**src/rfsc_pkg.sv**
```systemverilog
/*
 * constants for the synthesiser and front-end configuration registers:
 * offsets, field positions, widths and reset values.
 * assumes an outer serial decoder presents byte-wide register accesses.
 */
package rfsc_pkg;
   // register offsets
   localparam logic [6:0] SEP_LOW_ADDR = 7'h08;
   localparam logic [6:0] BIAS_ADDR    = 7'h09;
   localparam logic [6:0] FRONT_ADDR   = 7'h0a;
   localparam logic [6:0] PA_ADDR      = 7'h0b;
   localparam logic [6:0] PLL_ADDR     = 7'h0c;
   // reset values
   localparam logic [7:0] SEP_LOW_RST  = 8'h59;
   localparam logic [7:0] BIAS_RST     = 8'hca;
   localparam logic [5:0] FRONT_RST    = 6'h08;
   localparam logic [7:0] PA_RST       = 8'h0f;
   localparam logic [5:0] PLL_RST      = 6'h04;
   // field positions
   localparam int OSC_MSB     = 7;
   localparam int OSC_LSB     = 4;
   localparam int MIX_MSB     = 3;
   localparam int MIX_LSB     = 2;
   localparam int AMPB_MSB    = 1;
   localparam int AMPB_LSB    = 0;
   localparam int FOLLOW_BIT  = 5;
   localparam int LNA_MSB     = 4;
   localparam int LNA_LSB     = 3;
   localparam int PIN_MSB     = 2;
   localparam int PIN_LSB     = 1;
   localparam int XOSC_BIT    = 0;
   localparam int HI_MSB      = 7;
   localparam int HI_LSB      = 4;
   localparam int LO_MSB      = 3;
   localparam int LO_LSB      = 0;
   localparam int FILT_BIT    = 7;
   localparam int DIV_MSB     = 6;
   localparam int DIV_LSB     = 3;
   localparam int ADIS_BIT    = 2;
   localparam int ALH_BIT     = 1;
   localparam int ALL_BIT     = 0;
   localparam int FRONT_W     = 6;
   localparam int PLLW_LSB    = 2;
   // analog pin codes
   localparam logic [1:0] PIN_RSSI  = 2'h1;
   localparam logic [1:0] PIN_MIXER = 2'h2;
   // reference divider
   localparam logic [3:0] DIV_MIN   = 4'h2;
   localparam logic [3:0] DIV_ONE   = 4'h1;
endpackage : rfsc_pkg

```
**src/rfsc_regs.sv**
```systemverilog
/*
 * synthesiser and front-end configuration register bank: storage,
 * readback, field outputs, reference divider tick, alarm and sampler.
 * assumes a serial decoder gives one-cycle byte accesses; the main
 * register's reset bit arrives as main_reset_n_i.
 */
`timescale 1ns/10ps
module rfsc_regs (
   // clock and reset
   input  wire logic       mclk_i,
   input  wire logic       rst_n_i,
   // main register reset bit
   input  wire logic       main_reset_n_i,
   // configuration access
   input  wire logic [6:0] cfg_addr_i,
   input  wire logic       cfg_wr_i,
   input  wire logic       cfg_rd_i,
   input  wire logic [7:0] cfg_wdata_i,
   output logic      [7:0] cfg_rdata_o,
   output logic            cfg_rvalid_o,
   output logic            cfg_hit_o,
   // test and analog status inputs
   input  wire logic       break_loop_i,
   input  wire logic       fcomp_i,
   input  wire logic       alarm_high_raw_i,
   input  wire logic       alarm_low_raw_i,
   // synthesiser fields
   output logic      [7:0] separation_low_bits_o,
   output logic            loop_filter_select_o,
   output logic      [3:0] reference_divide_ratio_o,
   output logic            ref_tick_o,
   output logic            alarm_high_o,
   output logic            alarm_low_o,
   output logic            comp_sample_o,
   output logic            comp_sample_valid_o,
   // bias fields
   output logic      [3:0] osc_core_bias_o,
   output logic      [1:0] mixer_buffer_drive_o,
   output logic      [1:0] amp_buffer_drive_o,
   // front-end fields
   output logic            input_follower_stage_o,
   output logic      [1:0] input_amp_bias_o,
   output logic      [1:0] analog_pin_select_o,
   output logic            rssi_enable_o,
   output logic            internal_if_off_o,
   output logic            crystal_osc_off_o,
   // amplifier fields
   output logic      [3:0] high_array_level_o,
   output logic      [3:0] low_array_level_o
);
   typedef struct packed {
      logic [7:0] sep;
      logic [7:0] bias;
      logic [5:0] front;
      logic [7:0] pa;
      logic [5:0] pll;
      logic [7:0] rdata;
      logic       rvalid;
      logic       hit;
      logic [3:0] div_cnt;
      logic       tick;
   } rfsc_state_t;

   rfsc_state_t r;
   rfsc_state_t next_r;

   logic       alm_hi;
   logic       alm_lo;
   logic       wr_pll;
   logic [3:0] div_eff;

   function automatic logic sel(input logic [6:0] a,
                                input logic [6:0] off);
      sel = (a == off);
   endfunction : sel

   assign wr_pll = cfg_wr_i & main_reset_n_i &
                   sel(cfg_addr_i, rfsc_pkg::PLL_ADDR);

   // forbidden ratios run as the smallest legal one
   assign div_eff = (r.pll[rfsc_pkg::DIV_MSB-rfsc_pkg::PLLW_LSB:
                           rfsc_pkg::DIV_LSB-rfsc_pkg::PLLW_LSB]
                     < rfsc_pkg::DIV_MIN) ? rfsc_pkg::DIV_MIN :
                    r.pll[rfsc_pkg::DIV_MSB-rfsc_pkg::PLLW_LSB:
                          rfsc_pkg::DIV_LSB-rfsc_pkg::PLLW_LSB];

   always_comb begin
      next_r        = r;
      next_r.rvalid = cfg_rd_i;
      next_r.hit    = 1'b0;
      next_r.rdata  = 8'h00;
      if (!main_reset_n_i) begin
         // defaults held until the reset bit returns high
         next_r.sep   = rfsc_pkg::SEP_LOW_RST;
         next_r.bias  = rfsc_pkg::BIAS_RST;
         next_r.front = rfsc_pkg::FRONT_RST;
         next_r.pa    = rfsc_pkg::PA_RST;
         next_r.pll   = rfsc_pkg::PLL_RST;
      end else if (cfg_wr_i) begin
         if (sel(cfg_addr_i, rfsc_pkg::SEP_LOW_ADDR)) begin
            next_r.sep = cfg_wdata_i;
         end
         if (sel(cfg_addr_i, rfsc_pkg::BIAS_ADDR)) begin
            next_r.bias = cfg_wdata_i;
         end
         if (sel(cfg_addr_i, rfsc_pkg::FRONT_ADDR)) begin
            next_r.front = cfg_wdata_i[rfsc_pkg::FRONT_W-1:0];
         end
         if (sel(cfg_addr_i, rfsc_pkg::PA_ADDR)) begin
            next_r.pa = cfg_wdata_i;
         end
         if (sel(cfg_addr_i, rfsc_pkg::PLL_ADDR)) begin
            // alarm bits are not stored
            next_r.pll = cfg_wdata_i[7:rfsc_pkg::PLLW_LSB];
         end
      end
      if (cfg_rd_i) begin
         next_r.hit = 1'b1;
         case (1'b1)
            sel(cfg_addr_i, rfsc_pkg::SEP_LOW_ADDR): begin
               next_r.rdata = r.sep;
            end
            sel(cfg_addr_i, rfsc_pkg::BIAS_ADDR): begin
               next_r.rdata = r.bias;
            end
            sel(cfg_addr_i, rfsc_pkg::FRONT_ADDR): begin
               next_r.rdata = {2'h0, r.front};
            end
            sel(cfg_addr_i, rfsc_pkg::PA_ADDR): begin
               next_r.rdata = r.pa;
            end
            sel(cfg_addr_i, rfsc_pkg::PLL_ADDR): begin
               next_r.rdata = {r.pll, alm_hi, alm_lo};
            end
            default: begin
               next_r.hit = 1'b0;
            end
         endcase
      end
      // reference divider: one-cycle tick every div_eff cycles
      if (r.div_cnt >= div_eff - rfsc_pkg::DIV_ONE) begin
         next_r.div_cnt = 4'h0;
         next_r.tick    = 1'b1;
      end else begin
         next_r.div_cnt = r.div_cnt + rfsc_pkg::DIV_ONE;
         next_r.tick    = 1'b0;
      end
   end

   always_ff @(posedge mclk_i) begin
      if (!rst_n_i) begin
         r       <= '0;
         r.sep   <= rfsc_pkg::SEP_LOW_RST;
         r.bias  <= rfsc_pkg::BIAS_RST;
         r.front <= rfsc_pkg::FRONT_RST;
         r.pa    <= rfsc_pkg::PA_RST;
         r.pll   <= rfsc_pkg::PLL_RST;
      end else begin
         r <= next_r;
      end
   end

   rfsc_alarm u_alarm (
      .mclk_i       (mclk_i),
      .rst_n_i      (rst_n_i),
      .disable_i    (r.pll[rfsc_pkg::ADIS_BIT-rfsc_pkg::PLLW_LSB]),
      .high_raw_i   (alarm_high_raw_i),
      .low_raw_i    (alarm_low_raw_i),
      .alarm_high_o (alm_hi),
      .alarm_low_o  (alm_lo)
   );

   rfsc_comp_sample u_comp (
      .mclk_i         (mclk_i),
      .rst_n_i        (rst_n_i),
      .wr_i           (wr_pll),
      .old_filt_i     (r.pll[rfsc_pkg::FILT_BIT-rfsc_pkg::PLLW_LSB]),
      .new_filt_i     (cfg_wdata_i[rfsc_pkg::FILT_BIT]),
      .break_loop_i   (break_loop_i),
      .fcomp_i        (fcomp_i),
      .sample_o       (comp_sample_o),
      .sample_valid_o (comp_sample_valid_o)
   );

   // access answers
   assign cfg_rdata_o  = r.rdata;
   assign cfg_rvalid_o = r.rvalid;
   assign cfg_hit_o    = r.hit;

   // field outputs
   assign separation_low_bits_o = r.sep;
   assign osc_core_bias_o =
      r.bias[rfsc_pkg::OSC_MSB:rfsc_pkg::OSC_LSB];
   assign mixer_buffer_drive_o =
      r.bias[rfsc_pkg::MIX_MSB:rfsc_pkg::MIX_LSB];
   assign amp_buffer_drive_o =
      r.bias[rfsc_pkg::AMPB_MSB:rfsc_pkg::AMPB_LSB];
   assign input_follower_stage_o = r.front[rfsc_pkg::FOLLOW_BIT];
   assign input_amp_bias_o =
      r.front[rfsc_pkg::LNA_MSB:rfsc_pkg::LNA_LSB];
   assign analog_pin_select_o =
      r.front[rfsc_pkg::PIN_MSB:rfsc_pkg::PIN_LSB];
   assign rssi_enable_o =
      (analog_pin_select_o == rfsc_pkg::PIN_RSSI);
   assign internal_if_off_o =
      (analog_pin_select_o == rfsc_pkg::PIN_MIXER);
   assign crystal_osc_off_o = r.front[rfsc_pkg::XOSC_BIT];
   assign high_array_level_o =
      r.pa[rfsc_pkg::HI_MSB:rfsc_pkg::HI_LSB];
   assign low_array_level_o =
      r.pa[rfsc_pkg::LO_MSB:rfsc_pkg::LO_LSB];
   assign loop_filter_select_o =
      r.pll[rfsc_pkg::FILT_BIT-rfsc_pkg::PLLW_LSB];
   assign reference_divide_ratio_o =
      r.pll[rfsc_pkg::DIV_MSB-rfsc_pkg::PLLW_LSB:
            rfsc_pkg::DIV_LSB-rfsc_pkg::PLLW_LSB];
   assign ref_tick_o   = r.tick;
   assign alarm_high_o = alm_hi;
   assign alarm_low_o  = alm_lo;

   a_sep_default: assert property (
      @(posedge mclk_i) disable iff (!rst_n_i)
      !main_reset_n_i |=> separation_low_bits_o == 8'h59)
      else $error("separation low byte default wrong");
   a_bias_default: assert property (
      @(posedge mclk_i) disable iff (!rst_n_i)
      !main_reset_n_i |=> osc_core_bias_o == 4'hc &&
                          mixer_buffer_drive_o == 2'h2 &&
                          amp_buffer_drive_o == 2'h2)
      else $error("bias defaults wrong");
   a_front_default: assert property (
      @(posedge mclk_i) disable iff (!rst_n_i)
      !main_reset_n_i |=> input_amp_bias_o == 2'h1 &&
                          !input_follower_stage_o &&
                          analog_pin_select_o == 2'h0 &&
                          !crystal_osc_off_o)
      else $error("front-end defaults wrong");
   a_amp_default: assert property (
      @(posedge mclk_i) disable iff (!rst_n_i)
      !main_reset_n_i |=> high_array_level_o == 4'h0 &&
                          low_array_level_o == 4'hf)
      else $error("amplifier level defaults wrong");
   a_synth_default: assert property (
      @(posedge mclk_i) disable iff (!rst_n_i)
      !main_reset_n_i |=> reference_divide_ratio_o == 4'h2 &&
                          !loop_filter_select_o)
      else $error("synthesiser defaults wrong");
   a_reset_holds: assert property (
      @(posedge mclk_i) disable iff (!rst_n_i)
      !main_reset_n_i && cfg_wr_i |=> separation_low_bits_o == 8'h59)
      else $error("write accepted while reset bit low");
   a_front_readback: assert property (
      @(posedge mclk_i) disable iff (!rst_n_i)
      main_reset_n_i && cfg_wr_i && cfg_addr_i == 7'h0a
      ##1 main_reset_n_i && !cfg_wr_i
      ##1 cfg_rd_i && cfg_addr_i == 7'h0a && !cfg_wr_i
      |=> cfg_rdata_o == ($past(cfg_wdata_i, 3) & 8'h3f))
      else $error("front-end readback wrong");
   a_alarm_readonly: assert property (
      @(posedge mclk_i) disable iff (!rst_n_i)
      cfg_rd_i && cfg_addr_i == 7'h0c
      |=> cfg_rdata_o[1:0] == {$past(alm_hi), $past(alm_lo)})
      else $error("alarm bits not read from status");
   a_pin_decode: assert property (
      @(posedge mclk_i) disable iff (!rst_n_i)
      internal_if_off_o |-> analog_pin_select_o == 2'h2 &&
                            !rssi_enable_o)
      else $error("analog pin decode wrong");
   a_tick_spacing: assert property (
      @(posedge mclk_i) disable iff (!rst_n_i)
      ref_tick_o |=> !ref_tick_o)
      else $error("reference tick closer than two cycles");
   a_unmapped_zero: assert property (
      @(posedge mclk_i) disable iff (!rst_n_i)
      cfg_rd_i && (cfg_addr_i < 7'h08 || cfg_addr_i > 7'h0c)
      |=> !cfg_hit_o && cfg_rdata_o == 8'h00)
      else $error("unmapped read not zero");
   a_sep_write: assert property (
      @(posedge mclk_i) disable iff (!rst_n_i)
      main_reset_n_i && cfg_wr_i && cfg_addr_i == 7'h08
      |=> separation_low_bits_o == $past(cfg_wdata_i))
      else $error("separation write lost");
   a_bias_write: assert property (
      @(posedge mclk_i) disable iff (!rst_n_i)
      main_reset_n_i && cfg_wr_i && cfg_addr_i == 7'h09
      |=> {osc_core_bias_o, mixer_buffer_drive_o,
           amp_buffer_drive_o} == $past(cfg_wdata_i))
      else $error("bias write lost");
   a_front_write: assert property (
      @(posedge mclk_i) disable iff (!rst_n_i)
      main_reset_n_i && cfg_wr_i && cfg_addr_i == 7'h0a
      |=> {input_follower_stage_o, input_amp_bias_o, analog_pin_select_o,
           crystal_osc_off_o} == $past(cfg_wdata_i[5:0]))
      else $error("front-end write lost");
   a_amp_write: assert property (
      @(posedge mclk_i) disable iff (!rst_n_i)
      main_reset_n_i && cfg_wr_i && cfg_addr_i == 7'h0b
      |=> {high_array_level_o, low_array_level_o} == $past(cfg_wdata_i))
      else $error("amplifier level write lost");
   a_synth_write: assert property (
      @(posedge mclk_i) disable iff (!rst_n_i)
      main_reset_n_i && cfg_wr_i && cfg_addr_i == 7'h0c
      |=> {loop_filter_select_o, reference_divide_ratio_o} ==
          $past(cfg_wdata_i[7:3]))
      else $error("synthesiser write lost");
   a_read_answer: assert property (
      @(posedge mclk_i) disable iff (!rst_n_i)
      cfg_rd_i |=> cfg_rvalid_o)
      else $error("read not answered");
   a_read_idle: assert property (
      @(posedge mclk_i) disable iff (!rst_n_i)
      !cfg_rd_i |=> !cfg_rvalid_o && !cfg_hit_o)
      else $error("answer without read");
   a_rssi_decode: assert property (
      @(posedge mclk_i) disable iff (!rst_n_i)
      rssi_enable_o |-> analog_pin_select_o == 2'h1 && !internal_if_off_o)
      else $error("rssi decode wrong");
   a_sep_readback: assert property (
      @(posedge mclk_i) disable iff (!rst_n_i)
      cfg_rd_i && cfg_addr_i == 7'h08
      |=> cfg_hit_o && cfg_rdata_o == $past(separation_low_bits_o))
      else $error("separation readback wrong");
   a_bias_readback: assert property (
      @(posedge mclk_i) disable iff (!rst_n_i)
      cfg_rd_i && cfg_addr_i == 7'h09
      |=> cfg_rdata_o[7:4] == $past(osc_core_bias_o) &&
          cfg_rdata_o[3:2] == $past(mixer_buffer_drive_o) &&
          cfg_rdata_o[1:0] == $past(amp_buffer_drive_o))
      else $error("bias readback wrong");
   a_amp_readback: assert property (
      @(posedge mclk_i) disable iff (!rst_n_i)
      cfg_rd_i && cfg_addr_i == 7'h0b
      |=> cfg_rdata_o[7:4] == $past(high_array_level_o) &&
          cfg_rdata_o[3:0] == $past(low_array_level_o))
      else $error("amplifier level readback wrong");
   a_pll_readback: assert property (
      @(posedge mclk_i) disable iff (!rst_n_i)
      cfg_rd_i && cfg_addr_i == 7'h0c
      |=> cfg_rdata_o[7] == $past(loop_filter_select_o) &&
          cfg_rdata_o[6:3] == $past(reference_divide_ratio_o))
      else $error("synthesiser readback wrong");
   a_sample_refused: assert property (
      @(posedge mclk_i) disable iff (!rst_n_i)
      !main_reset_n_i |=> !comp_sample_valid_o)
      else $error("sample taken during main reset");
endmodule : rfsc_regs

```
**src/rfsc_alarm.sv**
```systemverilog
/*
 * tuning-voltage alarm status capture with disable gating.
 * assumes the raw comparator levels are synchronous to mclk_i.
 */
`timescale 1ns/10ps
module rfsc_alarm (
   // clock and reset
   input  wire logic mclk_i,
   input  wire logic rst_n_i,
   // control and raw levels
   input  wire logic disable_i,
   input  wire logic high_raw_i,
   input  wire logic low_raw_i,
   // status
   output logic      alarm_high_o,
   output logic      alarm_low_o
);
   typedef struct packed {
      logic hi;
      logic lo;
   } rfsc_alarm_t;

   rfsc_alarm_t r;
   rfsc_alarm_t next_r;

   always_comb begin
      next_r    = r;
      next_r.hi = high_raw_i & ~disable_i;
      next_r.lo = low_raw_i & ~disable_i;
   end

   always_ff @(posedge mclk_i) begin
      if (!rst_n_i) begin
         r <= '0;
      end else begin
         r <= next_r;
      end
   end

   assign alarm_high_o = r.hi;
   assign alarm_low_o  = r.lo;

   a_alarm_high_follow: assert property (
      @(posedge mclk_i) disable iff (!rst_n_i)
      high_raw_i && !disable_i |=> alarm_high_o)
      else $error("high alarm not reported");
   a_alarm_low_follow: assert property (
      @(posedge mclk_i) disable iff (!rst_n_i)
      low_raw_i && !disable_i |=> alarm_low_o)
      else $error("low alarm not reported");
   a_alarm_disabled: assert property (
      @(posedge mclk_i) disable iff (!rst_n_i)
      disable_i |=> !alarm_high_o && !alarm_low_o)
      else $error("alarm shown while disabled");
endmodule : rfsc_alarm

```
**src/rfsc_comp_sample.sv**
```systemverilog
/*
 * frequency comparator sampler for loop-break test mode.
 * assumes the write pulse carries old and new filter-select values.
 */
`timescale 1ns/10ps
module rfsc_comp_sample (
   // clock and reset
   input  wire logic mclk_i,
   input  wire logic rst_n_i,
   // write event
   input  wire logic wr_i,
   input  wire logic old_filt_i,
   input  wire logic new_filt_i,
   // test inputs
   input  wire logic break_loop_i,
   input  wire logic fcomp_i,
   // sample
   output logic      sample_o,
   output logic      sample_valid_o
);
   typedef struct packed {
      logic smp;
      logic vld;
   } rfsc_cs_t;

   rfsc_cs_t r;
   rfsc_cs_t next_r;
   logic     fall;

   assign fall = wr_i & old_filt_i & ~new_filt_i & break_loop_i;

   always_comb begin
      next_r     = r;
      next_r.vld = fall;
      if (fall) begin
         next_r.smp = fcomp_i;
      end
   end

   always_ff @(posedge mclk_i) begin
      if (!rst_n_i) begin
         r <= '0;
      end else begin
         r <= next_r;
      end
   end

   assign sample_o       = r.smp;
   assign sample_valid_o = r.vld;

   a_comp_sampled: assert property (
      @(posedge mclk_i) disable iff (!rst_n_i)
      fall |=> sample_valid_o && sample_o == $past(fcomp_i))
      else $error("comparator not sampled on falling write");
   a_comp_hold: assert property (
      @(posedge mclk_i) disable iff (!rst_n_i)
      !fall |=> $stable(sample_o) && !sample_valid_o)
      else $error("sample changed without falling write");
endmodule : rfsc_comp_sample

```
**config.mk**
```make
export PLATFORM = sky130hd
export DESIGN_NAME = rfsc_regs
export DESIGN_NICKNAME = d
export VERILOG_FILES = /design/src/rfsc_pkg.sv /design/src/rfsc_regs.sv /design/src/rfsc_alarm.sv /design/src/rfsc_comp_sample.sv
export SDC_FILE = /design/constraint.sdc
export NUM_CORES = 1
export LEC_CHECK = 0
export BUFFER_PORTS_ARGS = -buffer_cell sky130_fd_sc_hd__buf_2
export CORE_UTILIZATION = 40
export CTS_CLUSTER_SIZE = 14
export DETAILED_ROUTE_END_ITERATION = 6
export SYNTH_ARGS = -nofsm -noshare
export SYNTH_HDL_FRONTEND = slang
export SYNTH_HIERARCHICAL = 1
export SYNTH_SLANG_ARGS = --single-unit
```
**constraint.sdc**
```tcl
create_clock -name mclk_i -period 3.05 [get_ports mclk_i]
set_clock_uncertainty 0.2 [all_clocks]
set_input_delay 0 -clock mclk_i [delete_from_list [all_inputs] [get_ports mclk_i]]
set_output_delay 0 -clock mclk_i [all_outputs]
set_load 0.02 [all_outputs]
```
==> reports/summary.txt <==
Htree depth -> 2
Clock Pin Slew Worst Setup and Hold Paths -> 90 ps
Synthesis Warnings -> 6
Starting Density -> 42.6%
Placement Rows -> 29
Hold Path Class -> in -> reg
Final ANT Viol Nets -> 0
Core Area -> 0.00649 mm2
Worst-Skew Late Latency -> 300 ps
First-pass GRT wire length -> 10300 um
WL per Instance -> 15.6 um
Setup_tns -> 0 ps
Final setup fails -> 0
Chip height -> 85.2 um
Hold WS -> 21.8 ps
Antenna cells -> 0
Cell variety after synth -> 39
CP cell instances -> dlygate4sd3_1, buf_2, nor4b_2, nand4_1, nor2_1, and4b_1, mux2i_1, dlygate4sd3_1
Drt drc -> 0
TritonRoute pass-1 iters -> 4
Routed WL -> 6750 um
Commonest non-fill, non-tap cell in the layout -> buf_2
Ys flop type -> dfxtp_1
Layout cells sized above 1 -> 25.2%
Mean area per synthesized cell -> 9.22 um2
Cell mode on critical path -> dlygate4sd3_1
Routability cong. -> 0.792
Critical path class -> in -> reg
Via count -> 2278
Placed insts -> 403
# IOs -> 76
Final Hold Viols -> 0
Synth-to-layout area growth -> 16.9%
Syn_nets -> 330
Cell count after synthesis -> 300
Largest net degree at the start of global routing -> 23
Non-Filler Instances -> 434
Pwr Density -> 435 mW/mm2
Status -> complete, no violations
Total Power -> 1.41 mW
#FFs+latches synth -> 55
Worst Tran Pin Value -> 1110 ps
Worst Path Max Fanout -> 5
Initial antenna violation count -> 0
Worst Setup Start Kind -> primary input
Sequential fraction of the synthesis area -> 39.8%
HPWL after DPL -> 4800 um
VDD IR-drop max -> 0.000234 V
Num Clock Sinks -> 55
IO Port Bufs -> 75
Drt via density -> 5.25
Fillers -> 648
Detailed Route Iter0 Violations -> 135
Critical path arrival -> 2580 ps
CTS Buf Count -> 5
Commonest non-fill, non-tap cells in the layout -> 75 x buf_2, 55 x dfxtp_1, 37 x mux2i_1
CP Capture Type -> register
Vias in the first global route -> 2010
Die X -> 85.2 um
DIE AREA -> 0.00725 mm2
Gr ovfl total -> 0
RSZ-0062 raised after global routing -> no
Nets -> 386
Fmax -> 395 MHz
Minimum clock period -> 2530 ps
Asr flop ratio synth -> 0%
Max cap viols -> 0
Fin crit share -> 83.1%
Slew HR -> 25.5%
CP max stage cell -> dlygate4sd3_1
Clock Tree Buf Depth -> 2
Final core occ -> 49.8%
Final max-slew violation count -> 0
CTS tree -> done
Pleak -> 1.55 nW
Root buf cell -> clkbuf_8
Number of enable flip-flop cells after synthesis -> 0
GR Util All Layers -> 18.4%
Post-synthesis cell area -> 0.00277 mm2
Worst endpoint required time -> 3100 ps
Max stage delay on crit path -> 560 ps
[per-layer routing]
| metal | vias up | routed length (um) | track usage, % | share of wire [%] |
|---|---|---|---|---|
| met3 | 6 | 432 | 4.47 | 6.4 |
| met5 | - | 0 | 0 | 0 |
| met2 | 91 | 3050 | 28.7 | 45 |
| li1 | 1121 | - | - | - |
| met1 | 1060 | 3230 | 25.9 | 48 |
| met4 | 0 | 42 | 3.70 | 0.62 |
[power by group]
part | total, mW | leakage, nW | internal [mW] | switching [mW]
registers | 0.755 | 0.445 | 0.741 | 0.0145
clock network | 0.429 | 0.0515 | 0.208 | 0.221
logic | 0.221 | 1.05 | 0.102 | 0.119
total | 1.41 | 1.55 | 1.05 | 0.355
[stage by stage]
stage	setup slack (ps)	cell area, um2
floorplan	882	2770
global placement	807	2900
detailed placement	693	2900
CTS	609	3230
global route	404	3230
finish	516	3230
[logic make-up (layout without fill, tap and decap cells)]
family / Yosys count / after routing / synth area share (%)
and+or+nand+nor: 91 / 91 / 16.8
buffers and inverters: 61 / 118 / 14.1
DFF: 55 / 55 / 39.8
AOI/OAI and AO/OA: 47 / 47 / 12.3
muxes: 37 / 37 / 13.4
adders and majority gates: 6 / 6 / 2.71
xor gates and xnor gates: 3 / 3 / 0.950
[cell type report]
| cell class | count | area [um2] | area share (%) |
|---|---|---|---|
| Inverter | 9 | 33.8 | 1.04 |
| Sequential cell | 55 | 1100 | 34.0 |
| Multi-Input combinational cell | 184 | 1270 | 39.4 |
| Timing Repair Buffer | 101 | 628 | 19.4 |
| Clock buffer | 8 | 100 | 3.09 |
| Tap cell | 77 | 96.3 | 2.98 |
[path summary, 6_finish.rpt]
path / from / end / slack [ps] / cells past startpoint
worst max-delay path: cfg_addr_i[6] / u_comp/sample_o$_SDFFE_PN0P_ / 520 / 8
worst min-delay path: cfg_addr_i[5] / cfg_rdata_o[7]$_SDFF_PN0_ / 20 / 5
worst max register to register: reference_divide_ratio_o[2]$_SDFFE_PN0P_ / r[4]$_SDFF_PP0_ / 670 / 6
worst min register to register: separation_low_bits_o[4]$_SDFFE_PN1P_ / cfg_rdata_o[4]$_SDFF_PN0_ / 290 / 1
[cell usage after synthesis, types with 6 or more instances]
cell	count	area (um2)
a21oi_1	11	55.1
ha_1	6	75.1
mux2i_1	37	370
nor2_1	35	131
o2bb2ai_1	8	70.1
inv_1	9	33.8
o31ai_1	6	45.0
nand2_1	24	90.1
dfxtp_1	55	1100
nor2b_1	7	43.8
clkbuf_1	9	33.8
buf_4	41	308
[flip-flops by register name (all words and copies together), names as in the netlist]
| register | cells |
|---|---|
| input_amp_bias_o | 2 |
| amp_buffer_drive_o | 2 |
| input_follower_stage_o | 1 |
| separation_low_bits_o | 8 |
| cfg_rvalid_o | 1 |
| reference_divide_ratio_o | 4 |
| crystal_osc_off_o | 1 |
| u_comp/sample_o | 1 |
| mixer_buffer_drive_o | 2 |
| u_alarm/alarm_low_o | 1 |
| cfg_hit_o | 1 |
| low_array_level_o | 4 |
| high_array_level_o | 4 |
| ref_tick_o | 1 |
| osc_core_bias_o | 4 |
| u_alarm/alarm_high_o | 1 |
| u_comp/sample_valid_o | 1 |
| analog_pin_select_o | 2 |
| r | 5 |
| loop_filter_select_o | 1 |
| cfg_rdata_o | 8 |
[worst max-delay path, delay by kind of cell]
family	cells	cell delay, ps
buffers and inverters	3	1230
AND/OR/NAND/NOR	4	1150
multiplexers	1	200
[timing repair]
action,CTS,global route
hold buffers,23,0
endpoints found under the hold margin,49,0
gates resized for setup,0,0
setup buffers,0,0
Power figures use the tool's default switching activity.
